File: config.mk
export PLATFORM = sky130hd
export DESIGN_NAME = i2c_master_slave_ctrl
export DESIGN_NICKNAME = d
export VERILOG_FILES = /design/src/i2c_ctrl_pkg.sv /design/src/i2c_master_slave_ctrl.sv /design/src/two_flop_sync.sv
export SDC_FILE = /design/constraint.sdc
export NUM_CORES = 1
export LEC_CHECK = 0
export BUFFER_PORTS_ARGS = -buffer_cell sky130_fd_sc_hd__buf_2
export CAP_MARGIN = 30
export CORE_AREA = 5 5 135 137
export DETAILED_ROUTE_END_ITERATION = 10
export DIE_AREA = 0 0 140 142
export MAX_ROUTING_LAYER = met4
export PLACE_DENSITY_LB_ADDON = 0.25
export SLEW_MARGIN = 5
export SYNTH_ARGS = -nofsm -noshare
export SYNTH_HDL_FRONTEND = slang
export SYNTH_SLANG_ARGS = --single-unit
File: constraint.sdc
create_clock -name aclk -period 2 [get_ports aclk]
set_input_delay 0.3 -clock aclk [delete_from_list [all_inputs] [get_ports aclk]]
set_output_delay 0.3 -clock aclk [all_outputs]
set_load 0.02 [all_outputs]
File: src/i2c_ctrl_pkg.sv
// constants, register map and status codes of the two-wire bus controller
package i2c_ctrl_pkg;
	localparam int         AXI_AW     = 5;
	localparam logic [4:0] ADDR_CTRL  = 5'h00;
	localparam logic [4:0] ADDR_STAT  = 5'h04;
	localparam logic [4:0] ADDR_DATA  = 5'h08;
	localparam logic [4:0] ADDR_OWN   = 5'h0C;
	localparam logic [4:0] ADDR_ISTS  = 5'h10;
	localparam logic [4:0] ADDR_IMSK  = 5'h14;
	localparam logic [4:0] ADDR_HALF  = 5'h18;
	localparam logic [4:0] ADDR_LAST  = 5'h18;
	// bus_control field positions
	localparam int         CTL_FLAG   = 7;
	localparam int         CTL_ACK    = 6;
	localparam int         CTL_START  = 5;
	localparam int         CTL_STOP   = 4;
	localparam int         CTL_WCOL   = 3;
	localparam int         CTL_EN     = 2;
	localparam int         CTL_IE     = 0;
	// irq_status / irq_mask field positions
	localparam int         IRQ_DONE   = 0;
	localparam int         IRQ_WCOL   = 1;
	localparam int         IRQ_WAKE   = 2;
	localparam int         IRQ_ARB    = 3;
	// reset values
	localparam logic [7:0] CTRL_RST   = 8'h00;
	localparam logic [7:0] OWN_RST    = 8'h00;
	localparam logic [7:0] DATA_RST   = 8'hFF;
	localparam logic [3:0] IMSK_RST   = 4'h0;
	localparam logic [7:0] HALF_RST   = 8'h04;
	// status codes
	localparam logic [7:0] ST_START   = 8'h08;
	localparam logic [7:0] ST_RSTART  = 8'h10;
	localparam logic [7:0] ST_AW_ACK  = 8'h18;
	localparam logic [7:0] ST_AW_NACK = 8'h20;
	localparam logic [7:0] ST_DW_ACK  = 8'h28;
	localparam logic [7:0] ST_DW_NACK = 8'h30;
	localparam logic [7:0] ST_ARB     = 8'h38;
	localparam logic [7:0] ST_AR_ACK  = 8'h40;
	localparam logic [7:0] ST_AR_NACK = 8'h48;
	localparam logic [7:0] ST_DR_ACK  = 8'h50;
	localparam logic [7:0] ST_DR_NACK = 8'h58;
	localparam logic [7:0] ST_SW      = 8'h60;
	localparam logic [7:0] ST_SW_ARB  = 8'h68;
	localparam logic [7:0] ST_GC      = 8'h70;
	localparam logic [7:0] ST_GC_ARB  = 8'h78;
	localparam logic [7:0] ST_SR_ACK  = 8'h80;
	localparam logic [7:0] ST_SR_NACK = 8'h88;
	localparam logic [7:0] ST_GR_ACK  = 8'h90;
	localparam logic [7:0] ST_GR_NACK = 8'h98;
	localparam logic [7:0] ST_SR_STOP = 8'hA0;
	localparam logic [7:0] ST_SR      = 8'hA8;
	localparam logic [7:0] ST_SR_ARB  = 8'hB0;
	localparam logic [7:0] ST_ST_ACK  = 8'hB8;
	localparam logic [7:0] ST_ST_NACK = 8'hC0;
	localparam logic [7:0] ST_ST_LAST = 8'hC8;
	localparam logic [7:0] ST_NONE    = 8'hF8;
	localparam logic [1:0] RESP_OKAY  = 2'b00;
	localparam logic [1:0] RESP_SLV   = 2'b10;
endpackage

File: src/i2c_master_slave_ctrl.sv
// two-wire bus controller: master and slave sequencing behind an axi4-lite slave
//
// Register access over AXI4-Lite and the register addresses are this design's own decisions.
`timescale 1ns/100ps
`default_nettype none
module i2c_master_slave_ctrl (
	// clock, reset, enable
	input  wire logic                             aclk,
	input  wire logic                             aresetn,
	input  wire logic                             ce,
	// axi4-lite write
	input  wire logic [i2c_ctrl_pkg::AXI_AW-1:0] awaddr,
	input  wire logic                             awvalid,
	output var  logic                             awready,
	input  wire logic [31:0]                      wdata,
	input  wire logic [3:0]                       wstrb,
	input  wire logic                             wvalid,
	output var  logic                             wready,
	output var  logic [1:0]                       bresp,
	output var  logic                             bvalid,
	input  wire logic                             bready,
	// axi4-lite read
	input  wire logic [i2c_ctrl_pkg::AXI_AW-1:0] araddr,
	input  wire logic                             arvalid,
	output var  logic                             arready,
	output var  logic [31:0]                      rdata,
	output var  logic [1:0]                       rresp,
	output var  logic                             rvalid,
	input  wire logic                             rready,
	// bus pins, open drain
	input  wire logic                             scl_in,
	output var  logic                             scl_out,
	output var  logic                             scl_oe_n,
	input  wire logic                             sda_in,
	output var  logic                             sda_out,
	output var  logic                             sda_oe_n,
	// power and interrupt
	input  wire logic                             sleep_mode,
	output var  logic                             wake_req,
	output var  logic                             irq
);
	typedef enum logic [2:0] {st_idle, st_start, st_rstart, st_low, st_high, st_hold, st_stop} mst_state_e;

	mst_state_e  state;
	logic [1:0]  pin_s;
	logic        scl_s, sda_s, scl_q, sda_q;
	logic        scl_rise, scl_fall, start_det, stop_det;
	logic        flag, ack_en, start_req, stop_req, wcol, enable, irq_en;
	logic [7:0]  own_addr, data, status, half, tmr, m_code, s_code;
	logic [3:0]  irq_sts, irq_mask, irq_ev, bit_cnt, mon_cnt;
	logic [4:0]  aw_q, ar_q;
	logic [7:0]  wd_q, rd_byte;
	logic        ws_q, wr_go, wr_ctrl, wr_data, flag_clr;
	logic        m_ev, m_stop_done, mst, m_tx, m_read, addr_ph, rep, arb_lost;
	logic        m_sda_low, m_scl_low, m_sample, drv_bit;
	logic        s_ev, s_sda_low, s_scl_low, s_copy, bus_busy;
	logic        addressed, s_tx, s_gc, mon_addr, mst_ack, own_hit, gc_hit, hit, s_want;
	logic [7:0]  mon_shift;

	two_flop_sync #(.W(2)) u_sync (
		.aclk    (aclk),
		.aresetn (aresetn),
		.ce      (ce),
		.d       ({scl_in, sda_in}),
		.q       (pin_s)
	);
	assign scl_s = pin_s[1];
	assign sda_s = pin_s[0];

	always_ff @(posedge aclk) begin
		if (!aresetn) begin
			scl_q <= 1'b1;
			sda_q <= 1'b1;
		end else if (ce) begin
			scl_q <= scl_s;
			sda_q <= sda_s;
		end
	end

	assign scl_rise  = scl_s & ~scl_q;
	assign scl_fall  = ~scl_s & scl_q;
	assign start_det = scl_s & scl_q & sda_q & ~sda_s;
	assign stop_det  = scl_s & scl_q & ~sda_q & sda_s;

	// axi4-lite write: address and data taken in either order, one write at a time
	assign wr_go    = ~awready & ~wready & ~bvalid;
	assign wr_ctrl  = wr_go & ws_q & (aw_q == i2c_ctrl_pkg::ADDR_CTRL);
	assign wr_data  = wr_go & ws_q & (aw_q == i2c_ctrl_pkg::ADDR_DATA);
	assign flag_clr = wr_ctrl & wd_q[i2c_ctrl_pkg::CTL_FLAG];

	always_ff @(posedge aclk) begin
		if (!aresetn) begin
			awready <= 1'b1;
			wready  <= 1'b1;
			bvalid  <= 1'b0;
			bresp   <= i2c_ctrl_pkg::RESP_OKAY;
			aw_q    <= 5'h00;
			wd_q    <= 8'h00;
			ws_q    <= 1'b0;
		end else if (ce) begin
			if (awvalid && awready) begin
				aw_q    <= awaddr;
				awready <= 1'b0;
			end
			if (wvalid && wready) begin
				wd_q   <= wdata[7:0];
				ws_q   <= wstrb[0];
				wready <= 1'b0;
			end
			if (wr_go) begin
				bvalid <= 1'b1;
				bresp  <= (aw_q[1:0] == 2'b00 && aw_q <= i2c_ctrl_pkg::ADDR_LAST) ?
					i2c_ctrl_pkg::RESP_OKAY : i2c_ctrl_pkg::RESP_SLV;
			end else if (bvalid && bready) begin
				bvalid  <= 1'b0;
				awready <= 1'b1;
				wready  <= 1'b1;
			end
		end
	end

	// axi4-lite read: answer in the second cycle after the address is taken
	always_comb begin
		case (ar_q)
			i2c_ctrl_pkg::ADDR_CTRL: rd_byte = {flag, ack_en, start_req, stop_req, wcol, enable, 1'b0, irq_en};
			i2c_ctrl_pkg::ADDR_STAT: rd_byte = status;
			i2c_ctrl_pkg::ADDR_DATA: rd_byte = data;
			i2c_ctrl_pkg::ADDR_OWN:  rd_byte = own_addr;
			i2c_ctrl_pkg::ADDR_ISTS: rd_byte = {4'h0, irq_sts};
			i2c_ctrl_pkg::ADDR_IMSK: rd_byte = {4'h0, irq_mask};
			i2c_ctrl_pkg::ADDR_HALF: rd_byte = half;
			default:                 rd_byte = 8'h00;
		endcase
	end

	always_ff @(posedge aclk) begin
		if (!aresetn) begin
			arready <= 1'b1;
			rvalid  <= 1'b0;
			rdata   <= 32'h0000_0000;
			rresp   <= i2c_ctrl_pkg::RESP_OKAY;
			ar_q    <= 5'h00;
		end else if (ce) begin
			if (arvalid && arready) begin
				ar_q    <= araddr;
				arready <= 1'b0;
			end else if (!arready && !rvalid) begin
				rvalid <= 1'b1;
				rdata  <= {24'h00_0000, rd_byte};
				rresp  <= (ar_q[1:0] == 2'b00 && ar_q <= i2c_ctrl_pkg::ADDR_LAST) ?
					i2c_ctrl_pkg::RESP_OKAY : i2c_ctrl_pkg::RESP_SLV;
			end else if (rvalid && rready) begin
				rvalid  <= 1'b0;
				arready <= 1'b1;
			end
		end
	end

	// software-owned control fields
	always_ff @(posedge aclk) begin
		if (!aresetn) begin
			ack_en    <= i2c_ctrl_pkg::CTRL_RST[i2c_ctrl_pkg::CTL_ACK];
			start_req <= i2c_ctrl_pkg::CTRL_RST[i2c_ctrl_pkg::CTL_START];
			stop_req  <= i2c_ctrl_pkg::CTRL_RST[i2c_ctrl_pkg::CTL_STOP];
			enable    <= i2c_ctrl_pkg::CTRL_RST[i2c_ctrl_pkg::CTL_EN];
			irq_en    <= i2c_ctrl_pkg::CTRL_RST[i2c_ctrl_pkg::CTL_IE];
			own_addr  <= i2c_ctrl_pkg::OWN_RST;
			irq_mask  <= i2c_ctrl_pkg::IMSK_RST;
			half      <= i2c_ctrl_pkg::HALF_RST;
		end else if (ce) begin
			if (wr_ctrl) begin
				ack_en    <= wd_q[i2c_ctrl_pkg::CTL_ACK];
				start_req <= wd_q[i2c_ctrl_pkg::CTL_START];
				enable    <= wd_q[i2c_ctrl_pkg::CTL_EN];
				irq_en    <= wd_q[i2c_ctrl_pkg::CTL_IE];
			end
			// a software write outranks the hardware clear after a stop
			if (wr_ctrl)
				stop_req <= wd_q[i2c_ctrl_pkg::CTL_STOP];
			else if (m_stop_done)
				stop_req <= 1'b0;
			if (wr_go && ws_q && aw_q == i2c_ctrl_pkg::ADDR_OWN)
				own_addr <= wd_q;
			if (wr_go && ws_q && aw_q == i2c_ctrl_pkg::ADDR_IMSK)
				irq_mask <= wd_q[3:0];
			if (wr_go && ws_q && aw_q == i2c_ctrl_pkg::ADDR_HALF)
				half <= wd_q;
		end
	end

	// completion flag and status code; a new event wins over the clear
	always_ff @(posedge aclk) begin
		if (!aresetn) begin
			flag   <= 1'b0;
			status <= i2c_ctrl_pkg::ST_NONE;
		end else if (ce) begin
			if (m_ev) begin
				flag   <= 1'b1;
				status <= m_code;
			end else if (s_ev) begin
				flag   <= 1'b1;
				status <= s_code;
			end else if (flag_clr) begin
				flag   <= 1'b0;
				status <= i2c_ctrl_pkg::ST_NONE;
			end
		end
	end

	// data register: writes only while the flag holds the engine still
	assign s_copy = scl_fall & (mon_cnt == 4'd9) & ~mon_addr & addressed & ~s_tx & ~mst & enable;

	always_ff @(posedge aclk) begin
		if (!aresetn) begin
			data <= i2c_ctrl_pkg::DATA_RST;
			wcol <= 1'b0;
		end else if (ce) begin
			if (wr_data) begin
				wcol <= ~flag;
				if (flag)
					data <= wd_q;
			end else if (m_sample && !m_tx) begin
				data <= {data[6:0], sda_s};
			end else if (s_copy && !sleep_mode) begin
				data <= mon_shift;
			end
		end
	end

	// master sequencer
	assign m_sample = (state == st_high) & scl_s & (tmr == 8'h00) & (bit_cnt != 4'd8);
	assign drv_bit  = (bit_cnt == 4'd8) ? (~m_tx & ack_en) : (m_tx & ~data[3'd7 - bit_cnt[2:0]]);

	always_ff @(posedge aclk) begin
		if (!aresetn) begin
			state       <= st_idle;
			tmr         <= 8'h00;
			bit_cnt     <= 4'h0;
			mst         <= 1'b0;
			m_tx        <= 1'b0;
			m_read      <= 1'b0;
			addr_ph     <= 1'b0;
			rep         <= 1'b0;
			arb_lost    <= 1'b0;
			m_sda_low   <= 1'b0;
			m_scl_low   <= 1'b0;
			m_ev        <= 1'b0;
			m_code      <= i2c_ctrl_pkg::ST_NONE;
			m_stop_done <= 1'b0;
		end else if (ce) begin
			m_ev        <= 1'b0;
			m_stop_done <= 1'b0;
			if (s_ev)
				arb_lost <= 1'b0;
			if (!enable) begin
				state     <= st_idle;
				mst       <= 1'b0;
				m_sda_low <= 1'b0;
				m_scl_low <= 1'b0;
			end else begin
				case (state)
					st_idle: begin
						m_sda_low <= 1'b0;
						m_scl_low <= 1'b0;
						if (start_req && !flag && !s_ev && !sleep_mode && !bus_busy && !addressed) begin
							state <= st_start;
							rep   <= 1'b0;
							tmr   <= half;
						end
					end
					st_rstart: begin
						if (tmr != 8'h00)
							tmr <= tmr - 8'd1;
						else begin
							m_scl_low <= 1'b0;
							state     <= st_start;
							tmr       <= half;
						end
					end
					st_start: begin
						if (!scl_s)
							tmr <= half;
						else if (tmr != 8'h00)
							tmr <= tmr - 8'd1;
						else if (!m_sda_low) begin
							m_sda_low <= 1'b1;
							tmr       <= half;
						end else begin
							m_scl_low <= 1'b1;
							mst       <= 1'b1;
							addr_ph   <= 1'b1;
							state     <= st_hold;
							m_ev      <= 1'b1;
							m_code    <= rep ? i2c_ctrl_pkg::ST_RSTART : i2c_ctrl_pkg::ST_START;
						end
					end
					st_hold: begin
						// bus clock stays low until software clears the flag
						if (!flag && !m_ev) begin
							tmr <= half;
							if (stop_req) begin
								state     <= st_stop;
								m_sda_low <= 1'b1;
							end else if (start_req) begin
								state     <= st_rstart;
								rep       <= 1'b1;
								m_sda_low <= 1'b0;
							end else begin
								state   <= st_low;
								bit_cnt <= 4'h0;
								m_tx    <= addr_ph | ~m_read;
								if (addr_ph)
									m_read <= data[0];
							end
						end else begin
							m_sda_low <= 1'b0;
						end
					end
					st_low: begin
						// sda moves mid-way through the low phase, clear of both clock edges
						if (tmr == {1'b0, half[7:1]})
							m_sda_low <= drv_bit;
						if (tmr != 8'h00)
							tmr <= tmr - 8'd1;
						else begin
							m_scl_low <= 1'b0;
							tmr       <= half;
							state     <= st_high;
						end
					end
					st_high: begin
						// a slave stretching the clock holds the count back
						if (!scl_s)
							tmr <= half;
						else if (tmr != 8'h00)
							tmr <= tmr - 8'd1;
						else if (m_tx && bit_cnt != 4'd8 && !m_sda_low && !sda_s) begin
							mst       <= 1'b0;
							arb_lost  <= 1'b1;
							m_scl_low <= 1'b0;
							state     <= st_idle;
						end else begin
							m_scl_low <= 1'b1;
							tmr       <= half;
							if (bit_cnt == 4'd8) begin
								state   <= st_hold;
								addr_ph <= 1'b0;
								m_ev    <= 1'b1;
								if (addr_ph)
									m_code <= m_read ? (sda_s ? i2c_ctrl_pkg::ST_AR_NACK : i2c_ctrl_pkg::ST_AR_ACK)
										: (sda_s ? i2c_ctrl_pkg::ST_AW_NACK : i2c_ctrl_pkg::ST_AW_ACK);
								else if (m_tx)
									m_code <= sda_s ? i2c_ctrl_pkg::ST_DW_NACK : i2c_ctrl_pkg::ST_DW_ACK;
								else
									m_code <= m_sda_low ? i2c_ctrl_pkg::ST_DR_ACK : i2c_ctrl_pkg::ST_DR_NACK;
							end else begin
								bit_cnt <= bit_cnt + 4'd1;
								state   <= st_low;
							end
						end
					end
					st_stop: begin
						if (m_scl_low) begin
							if (tmr != 8'h00)
								tmr <= tmr - 8'd1;
							else begin
								m_scl_low <= 1'b0;
								tmr       <= half;
							end
						end else if (!scl_s)
							tmr <= half;
						else if (tmr != 8'h00)
							tmr <= tmr - 8'd1;
						else begin
							m_sda_low   <= 1'b0;
							mst         <= 1'b0;
							state       <= st_idle;
							m_stop_done <= 1'b1;
						end
					end
					default: state <= st_idle;
				endcase
			end
		end
	end

	// slave side: watches every byte on the bus, master or not
	assign own_hit = (mon_shift[7:1] == own_addr[7:1]);
	assign gc_hit  = (mon_shift[7:1] == 7'h00) & own_addr[0];
	assign hit     = (own_hit | gc_hit) & ack_en & enable & ~mst;
	assign s_want  = addressed & s_tx & ~data[7];

	always_ff @(posedge aclk) begin
		if (!aresetn) begin
			bus_busy  <= 1'b0;
			mon_cnt   <= 4'h0;
			mon_shift <= 8'h00;
			mon_addr  <= 1'b0;
			addressed <= 1'b0;
			s_tx      <= 1'b0;
			s_gc      <= 1'b0;
			mst_ack   <= 1'b0;
			s_sda_low <= 1'b0;
			s_scl_low <= 1'b0;
			s_ev      <= 1'b0;
			s_code    <= i2c_ctrl_pkg::ST_NONE;
		end else if (ce) begin
			s_ev <= 1'b0;
			if (!enable) begin
				addressed <= 1'b0;
				mon_addr  <= 1'b0;
				s_sda_low <= 1'b0;
				s_scl_low <= 1'b0;
			end else if (start_det || stop_det) begin
				bus_busy  <= start_det;
				mon_cnt   <= 4'h0;
				mon_addr  <= start_det;
				s_sda_low <= 1'b0;
				addressed <= 1'b0;
				if (addressed && !s_tx) begin
					s_ev   <= 1'b1;
					s_code <= i2c_ctrl_pkg::ST_SR_STOP;
				end
			end else if (scl_rise) begin
				if (mon_cnt[3] == 1'b0)
					mon_shift <= {mon_shift[6:0], sda_s};
				else
					mst_ack <= ~sda_s;
				if (mon_cnt != 4'd9)
					mon_cnt <= mon_cnt + 4'd1;
			end else if (scl_fall) begin
				case (mon_cnt)
					4'd8: begin
						if (mon_addr) begin
							if (hit) begin
								addressed <= 1'b1;
								s_tx      <= mon_shift[0];
								s_gc      <= gc_hit & ~own_hit;
								s_sda_low <= 1'b1;
							end
						end else
							s_sda_low <= addressed & ~s_tx & ack_en;
					end
					4'd9: begin
						mon_cnt   <= 4'h0;
						mon_addr  <= 1'b0;
						s_sda_low <= 1'b0;
						if (mon_addr && addressed) begin
							s_ev      <= 1'b1;
							s_scl_low <= 1'b1;
							if (s_tx)
								s_code <= arb_lost ? i2c_ctrl_pkg::ST_SR_ARB : i2c_ctrl_pkg::ST_SR;
							else if (s_gc)
								s_code <= arb_lost ? i2c_ctrl_pkg::ST_GC_ARB : i2c_ctrl_pkg::ST_GC;
							else
								s_code <= arb_lost ? i2c_ctrl_pkg::ST_SW_ARB : i2c_ctrl_pkg::ST_SW;
						end else if (addressed && !mst) begin
							s_ev      <= 1'b1;
							s_scl_low <= 1'b1;
							if (s_tx) begin
								if (!mst_ack) begin
									s_code    <= i2c_ctrl_pkg::ST_ST_NACK;
									addressed <= 1'b0;
								end else if (!ack_en) begin
									s_code    <= i2c_ctrl_pkg::ST_ST_LAST;
									addressed <= 1'b0;
								end else
									s_code <= i2c_ctrl_pkg::ST_ST_ACK;
							end else begin
								if (s_gc)
									s_code <= s_sda_low ? i2c_ctrl_pkg::ST_GR_ACK : i2c_ctrl_pkg::ST_GR_NACK;
								else
									s_code <= s_sda_low ? i2c_ctrl_pkg::ST_SR_ACK : i2c_ctrl_pkg::ST_SR_NACK;
								if (!s_sda_low)
									addressed <= 1'b0;
							end
						end else if (arb_lost && !mst) begin
							s_ev   <= 1'b1;
							s_code <= i2c_ctrl_pkg::ST_ARB;
						end
					end
					default: s_sda_low <= addressed & s_tx & ~data[3'd7 - mon_cnt[2:0]];
				endcase
			end else if (s_scl_low && !flag && !s_ev) begin
				// first bit goes onto sda one cycle before the clock is let go
				s_sda_low <= s_want;
				if (s_sda_low == s_want)
					s_scl_low <= 1'b0;
			end
		end
	end

	// interrupt status: sticky, write one to clear, set wins
	assign irq_ev = {s_ev & arb_lost,
		s_ev & sleep_mode, wr_data & ~flag, m_ev | s_ev};

	always_ff @(posedge aclk) begin
		if (!aresetn) begin
			irq_sts  <= 4'h0;
			wake_req <= 1'b0;
			irq      <= 1'b0;
			sda_oe_n <= 1'b1;
			scl_oe_n <= 1'b1;
			sda_out  <= 1'b0;
			scl_out  <= 1'b0;
		end else if (ce) begin
			if (wr_go && ws_q && aw_q == i2c_ctrl_pkg::ADDR_ISTS)
				irq_sts <= (irq_sts & ~wd_q[3:0]) | irq_ev;
			else
				irq_sts <= irq_sts | irq_ev;
			if (s_ev && sleep_mode)
				wake_req <= 1'b1;
			else if (!sleep_mode)
				wake_req <= 1'b0;
			irq      <= (|(irq_sts & irq_mask)) | (flag & irq_en);
			sda_oe_n <= ~(m_sda_low | s_sda_low);
			scl_oe_n <= ~(m_scl_low | s_scl_low);
			sda_out  <= 1'b0;
			scl_out  <= 1'b0;
		end
	end
endmodule
`default_nettype wire

File: src/two_flop_sync.sv
// two-stage synchroniser for the bus pins
`timescale 1ns/100ps
`default_nettype none
module two_flop_sync #(
	parameter int W = 2
) (
	// clock
	input  wire logic         aclk,
	input  wire logic         aresetn,
	input  wire logic         ce,
	// data
	input  wire logic [W-1:0] d,
	output var  logic [W-1:0] q
);
	logic [W-1:0] meta;

	// idle bus reads high, so both stages reset to ones
	always_ff @(posedge aclk) begin
		if (!aresetn) begin
			meta <= '1;
			q    <= '1;
		end else if (ce) begin
			meta <= d;
			q    <= meta;
		end
	end
endmodule
`default_nettype wire
==> results of run 1 <==
==> kinds of logic after synthesis <==
logic type | Yosys count | share of synthesized area [%]
AND/OR/NAND/NOR | 396 | 23.7
AO/OA/AOI/OAI | 258 | 20.7
flip-flops | 144 | 35.0
buffers and inverters | 123 | 7.10
multiplexers | 67 | 8.83
XOR/XNOR | 27 | 2.87
adder cells (fa/ha/maj) | 12 | 1.82
other | 1 | 0.0455
==> report_power, final <==
part           internal (W)  switching [W]
clock               0.00214        0.00134
combinational      0.000181       0.000320
sequential          0.00289      0.0000416
total               0.00522        0.00170
==> worst paths after layout <==
kind / end / slack, ps / from / depth (start not counted)
setup / recovery: data[3] / 7 / tmr[1] / 10
hold / removal: u_sync.meta[0] / 90 / sda_in / 3
setup reg to reg: data[3] / 7 / tmr[1] / 10
hold reg to reg: m_code[7] / 470 / m_code[7] / 2
==> critical path: stages, from the launching register on <==
cell      delay (ps)
dfxtp_4          370
inv_4             60
ha_4             130
and4bb_2         280
nand2_4           80
buf_12           140
buf_8            120
nor3_4           150
buf_12           170
mux2i_1          220
o211ai_1         110
==> metal layers <==
metal  routed length (µm)  vias to the layer above  global-route usage (%)
met1                11400                     3941                    34.1
met5                    0                        -                       -
met4                 1000                        0                    11.5
li1                     -                     4024                       -
met3                 1560                       89                    3.73
met2                13100                      368                    44.1
==> final cells by class <==
class	count	share of cell area, %
Multi-Input combinational cell	788	47.8
Tap cell	225	2.56
Sequential cell	144	26.5
Inverter	29	1.03
Clock buffer	18	3.99
Clock inverter	14	1.84
Timing Repair Buffer	232	16.3
==> sequential cells by signal (all words and copies together) (netlist names), 5 cells and up <==
register / count
data: 8
half: 8
mon_shift: 8
own_addr: 8
rdata: 8
tmr: 8
wd_q: 8
ar_q: 5
aw_q: 5
m_code: 5
s_code: 5
status: 5
==> cell usage in the layout (no fill, tap or decap), types with 8 or more instances in the layout <==
| cell | synthesis | final |
|---|---|---|
| mux2i_1 | 60 | 59 |
| inv_1 | 26 | 20 |
| nand2b_1 | 10 | 10 |
| ha_1 | 12 | 8 |
| and3_1 | 12 | 11 |
| a31oi_1 | 12 | 10 |
| nand3_1 | 30 | 29 |
| dfxtp_1 | 144 | 129 |
| conb_1 | 1 | 28 |
| o21ai_0 | 38 | 34 |
| nor2_1 | 116 | 112 |
| o211ai_1 | 30 | 30 |
| a21oi_1 | 79 | 74 |
| buf_4 | 28 | 158 |
| buf_6 | 1 | 16 |
| buf_2 | 9 | 48 |
| nand2_1 | 133 | 129 |
| xor2_1 | 12 | 12 |
| nor3_1 | 13 | 11 |
| clkbuf_16 | 0 | 17 |
| nand4_1 | 8 | 8 |
| a22oi_1 | 23 | 23 |
| dfxtp_2 | 0 | 9 |
| xnor2_1 | 15 | 15 |
==> stage by stage <==
stage / TNS (ps) / total power [W]
finish: 0 / 0.00692
global route: -974 / 0.00713
CTS: 0 / 0.00693
detailed placement: -2790 / 0.00348
global placement: -3220 / 0.00347
floorplan: -30.0 / 0.00332
==> repair_timing <==
| item | in CTS | in global routing |
|---|---|---|
| pin swaps | 11 | 13 |
| setup buffers | 10 | 9 |
| resized for setup | 37 | 95 |
| setup endpoints to repair | 55 | 63 |
| endpoints found under the hold margin | 0 | 0 |
==> results by group, run 1 <==
Placed design
  – IO Port Bufs: 48
  – DP Area: 9750 µm²
  – Routability-driven placement congestion ratio: 0.971
  – Dpl ws: -158 ps
  – Placed cells: 1,401
  – Hpwl dp: 19,300 µm

Clock network
  – Clk sink count: 144
  – Clk pin slew, worst setup/hold paths: 70 ps
  – Num CTS Buffers: 17
  – Clock Latency Late Sink: 430 ps
  – H-tree levels: 4
  – Root buffer cell: clkbuf_16
  – Hold_buf cts: 0
  – TritonCTS clock tree: built
  – Clk buf depth: 2

Pwr
  – VDD IR max: 0.725 mV
  – Pwr dens: 628 nW/µm²
  – Lkg Pwr: approximately 4.6 nW

Floorplan
  – Ports: approximately 100
  – Cell Rows: 48
  – Initial Util: 48.7%
  – Core Area: 16,900 µm²
  – Die Width: 140 µm
  – Die ar.: 19,900 µm²
  – Die Height: 142 µm

Detailed routing
  – Antenna Nets Post-Route: 0
  – Drc violations: 0
  – Post-DR vias/cell: about 5.8
  – Starting DRT DRC Count: 931
  – Total number of vias: roughly 8,400
  – Wire per inst: approximately 19 µm
  – First-pass detailed-route iteration total: 5
  – Final WL: 27,000 µm

Final layout
  – # diodes: 0
  – Share of cells above drive strength 1: 30.6%
  – Syn-to-layout area delta: 33.5%
  – Area of the multi-input gates: 5270 µm²
  – FF+latch area: 2920 µm²
  – Filler cell count: ~1,400
  – Fin cells: around 1,500
  – Fin nets: approximately 1,300
  – Final instance area: 11,000 µm²
  – Util after Layout: 65.0%

Logic synthesis
  – Register area share after synthesis: 35.0%
  – Area contributors post-synth: dfxtp_1, mux2i_1, nand2_1
  – Leading area contributor after synthesis: dfxtp_1
  – Most common cell in the netlist: dfxtp_1
  – Yosys cell types: 87
  – Synthesized netlist cell count: between 1,000 and 1,500
  – Post-Syn Area: about 8200 µm²
  – Primary FF master, synth: dfxtp_1
  – Post-synth top area share: 35.0%
  – Number of synthesized flops with an enable pin: 0
  – Syn avg cell area: 8.02 µm²
  – Most frequent cells after synthesis: dfxtp_1, nand2_1, nor2_1
  – Register bit total from synthesis: 144
  – Synth warn: 0
  – Fraction of registers with async set/reset: 0%

STA
  – Setup violators final: 0
  – Max Clock Freq: 502 MHz
  – Slew of the pin with the lowest slew margin: 500 ps
  – Final slew viol count: 0
  – Minimum clock period: 1990 ps
  – Clock Skews: 11.4 ps
  – Hold Slack: 93.2 ps
  – PnR worst setup slack: 6.53 ps
  – RSZ-0062 raised after global routing: true
  – Final Hold Violating Endpoints: 0
  – Final period util: ~100%
  – Slew HR: 66.7%

Outcome
  – Status: complete, no violations

Global route
  – Initial antenna violation count: 0
  – Gr usage total: 27.1%
  – Number of global-route vias before repair: about 8,000
  – First-pass GRT wire length: approximately 42,000 µm
  – Grt ovf: 0
  – Pin count of the biggest net entering global routing: 98

Worst setup path
  – Crit end category: flop
  – Crit start category: flop
  – Critical Path RT: between 2000 and 2500 ps
  – Critical path peak fanout: 8
  – Crit Path Class: flop to flop
  – CP arrival: 2290 ps

Flow run
  – Number of max-cap violations: 0

Hold path
  – Min-Delay Path Class: input pin to flop
Note: power is estimated with default switching activity, not from simulation.
==> run 2: changes to the inputs <==
Settings changed: REMOVE_ABC_BUFFERS set to 1, SETUP_SLACK_MARGIN set to 0.5.
==> results by group, run 2 (synthesized netlist as in run 1, its figures left out) <==
Worst setup path
  – CP arrival: 2430 ps
  – Crit end category: flop
  – Crit start category: flop
  – Critical path peak fanout: 4
  – Crit Path Class: flop to flop
  – Critical Path RT: about 2400 ps

Floorplan
  – Die Width: 140 µm
  – Core Area: 16,900 µm²
  – Die ar.: 19,900 µm²
  – Ports: 104
  – Cell Rows: 48
  – Initial Util: 48.7%
  – Die Height: around 140 µm

STA
  – PnR worst setup slack: -66.8 ps
  – Minimum clock period: 2070 ps
  – Clock Skews: 7.43 ps
  – Final period util: 103%
  – Final slew viol count: 0
  – Slew HR: roughly two thirds
  – Setup violators final: 11
  – Max Clock Freq: 484 MHz
  – Hold Slack: 87.3 ps
  – RSZ-0062 raised after global routing: true
  – Final Hold Violating Endpoints: 0
  – Slew of the pin with the lowest slew margin: about 500 ps

Detailed routing
  – Antenna Nets Post-Route: 0
  – First-pass detailed-route iteration total: 6
  – Wire per inst: roughly 20 µm
  – Drc violations: 0
  – Starting DRT DRC Count: 1,092
  – Post-DR vias/cell: 6.06
  – Total number of vias: 9,077
  – Final WL: around 30,000 µm

Global route
  – Pin count of the biggest net entering global routing: 98
  – Grt ovf: 0
  – First-pass GRT wire length: 44,300 µm
  – Number of global-route vias before repair: 8,335
  – Gr usage total: roughly 28%
  – Initial antenna violation count: 0

Clock network
  – Clk buf depth: 2
  – Clk pin slew, worst setup/hold paths: roughly 60 ps
  – Root buffer cell: clkbuf_16
  – Hold_buf cts: 0
  – H-tree levels: 4
  – Clk sink count: between 100 and 150
  – Clock Latency Late Sink: roughly 430 ps
  – Num CTS Buffers: 17
  – TritonCTS clock tree: built

Final layout
  – Filler cell count: 1,211
  – Most frequent cells in the layout: buf_4, nand2_1, dfxtp_1
  – Fin nets: 1,331
  – Fin cells: roughly 1,500
  – Syn-to-layout area delta: 47.7%
  – Util after Layout: 71.9%
  – Most common cell after layout, fill and taps aside: buf_4
  – # diodes: 0
  – Share of cells above drive strength 1: 42.5%

Hold path
  – Min-Delay Path Class: input pin to flop

Pwr
  – Pwr dens: about 560 nW/µm²
  – VDD IR max: 0.629 mV
  – Lkg Pwr: 5.02 nW

Outcome
  – Violated checks: setup timing
  – Status: finished, violations left

Placed design
  – Routability-driven placement congestion ratio: 0.977
  – Placed cells: 1,395
  – Hpwl dp: around 19,000 µm
  – IO Port Bufs: 48

Flow run
  – Number of max-cap violations: 0
## run 2: changes by cell type in the layout (fill, tap and decap cells not counted), sizes merged
cell	previous run	this run
nand2	134	135
clkinv	5	7
clkbuf	18	20
inv	31	27
buf	232	281
bufinv	4	3
## run 2: critical path, stage by stage (launching register included)
cell	delay, ps
dfxtp_2	320
or4_4	540
a211o_1	310
a211oi_4	310
nand2_1	150
mux2_4	290
nor2_2	80
## run 2: layer usage
| layer | GRT usage [%] | up-vias | share of wire [%] |
|---|---|---|---|
| li1 | - | 4112 | - |
| met1 | 36.0 | 4352 | 40 |
| met2 | 45.8 | 501 | 49 |
| met3 | 4.23 | 112 | 7.3 |
| met4 | 12.0 | 0 | 3.9 |
| met5 | - | - | 0 |
## run 2: through the flow
stage	power, W	TNS, ps	cell area [µm²]	setup WS [ps]
3_3_place_gp	0.00346	-1120	9640	-115
4_1_cts	0.00679	0	11300	14.5
2_1_floorplan	0.00324	-9070	7870	-428
5_1_grt	0.00704	-1560	12200	-130
6_report	0.00685	-268	12200	-66.8
3_5_place_dp	0.00346	-2440	9640	-141
## run 2: power by group
part | internal (W) | switching, W | total, W
Clock | 0.00201 | 0.00132 | 0.00333
Combinational | 0.000211 | 0.000363 | 0.000574
Sequential | 0.00290 | 0.0000513 | 0.00295
## run 2: timing repair
action | in CTS | in global routing
resized for setup | 199 | 158
endpoints found under the hold margin | 0 | 0
setup endpoints to repair | 109 | 109
pin swaps | 91 | 94
gates cloned | 3 | 2
buffers inserted | 40 | 28
## run 2: cell type report
class / instances / area [µm²] / share of cell area (%)
tap: 225 / 282 / 2.31
inverter: 29 / 120 / 0.986
clock buffer: 20 / 447 / 3.67
timing repair buffer: 281 / 2300 / 18.9
multi-input combinational: 789 / 5940 / 48.7
sequential: 144 / 2940 / 24.2
clock inverter: 11 / 158 / 1.29
## run 2: path summary, 6_finish.rpt
kind / from / end / slack [ps] / cells past startpoint
min reg2reg: m_code[7] / m_code[7] / 470 / 2
min: scl_in / u_sync.meta[1] / 90 / 3
max reg2reg: stop_req / bit_cnt[0] / -70 / 6
max: stop_req / bit_cnt[0] / -70 / 6
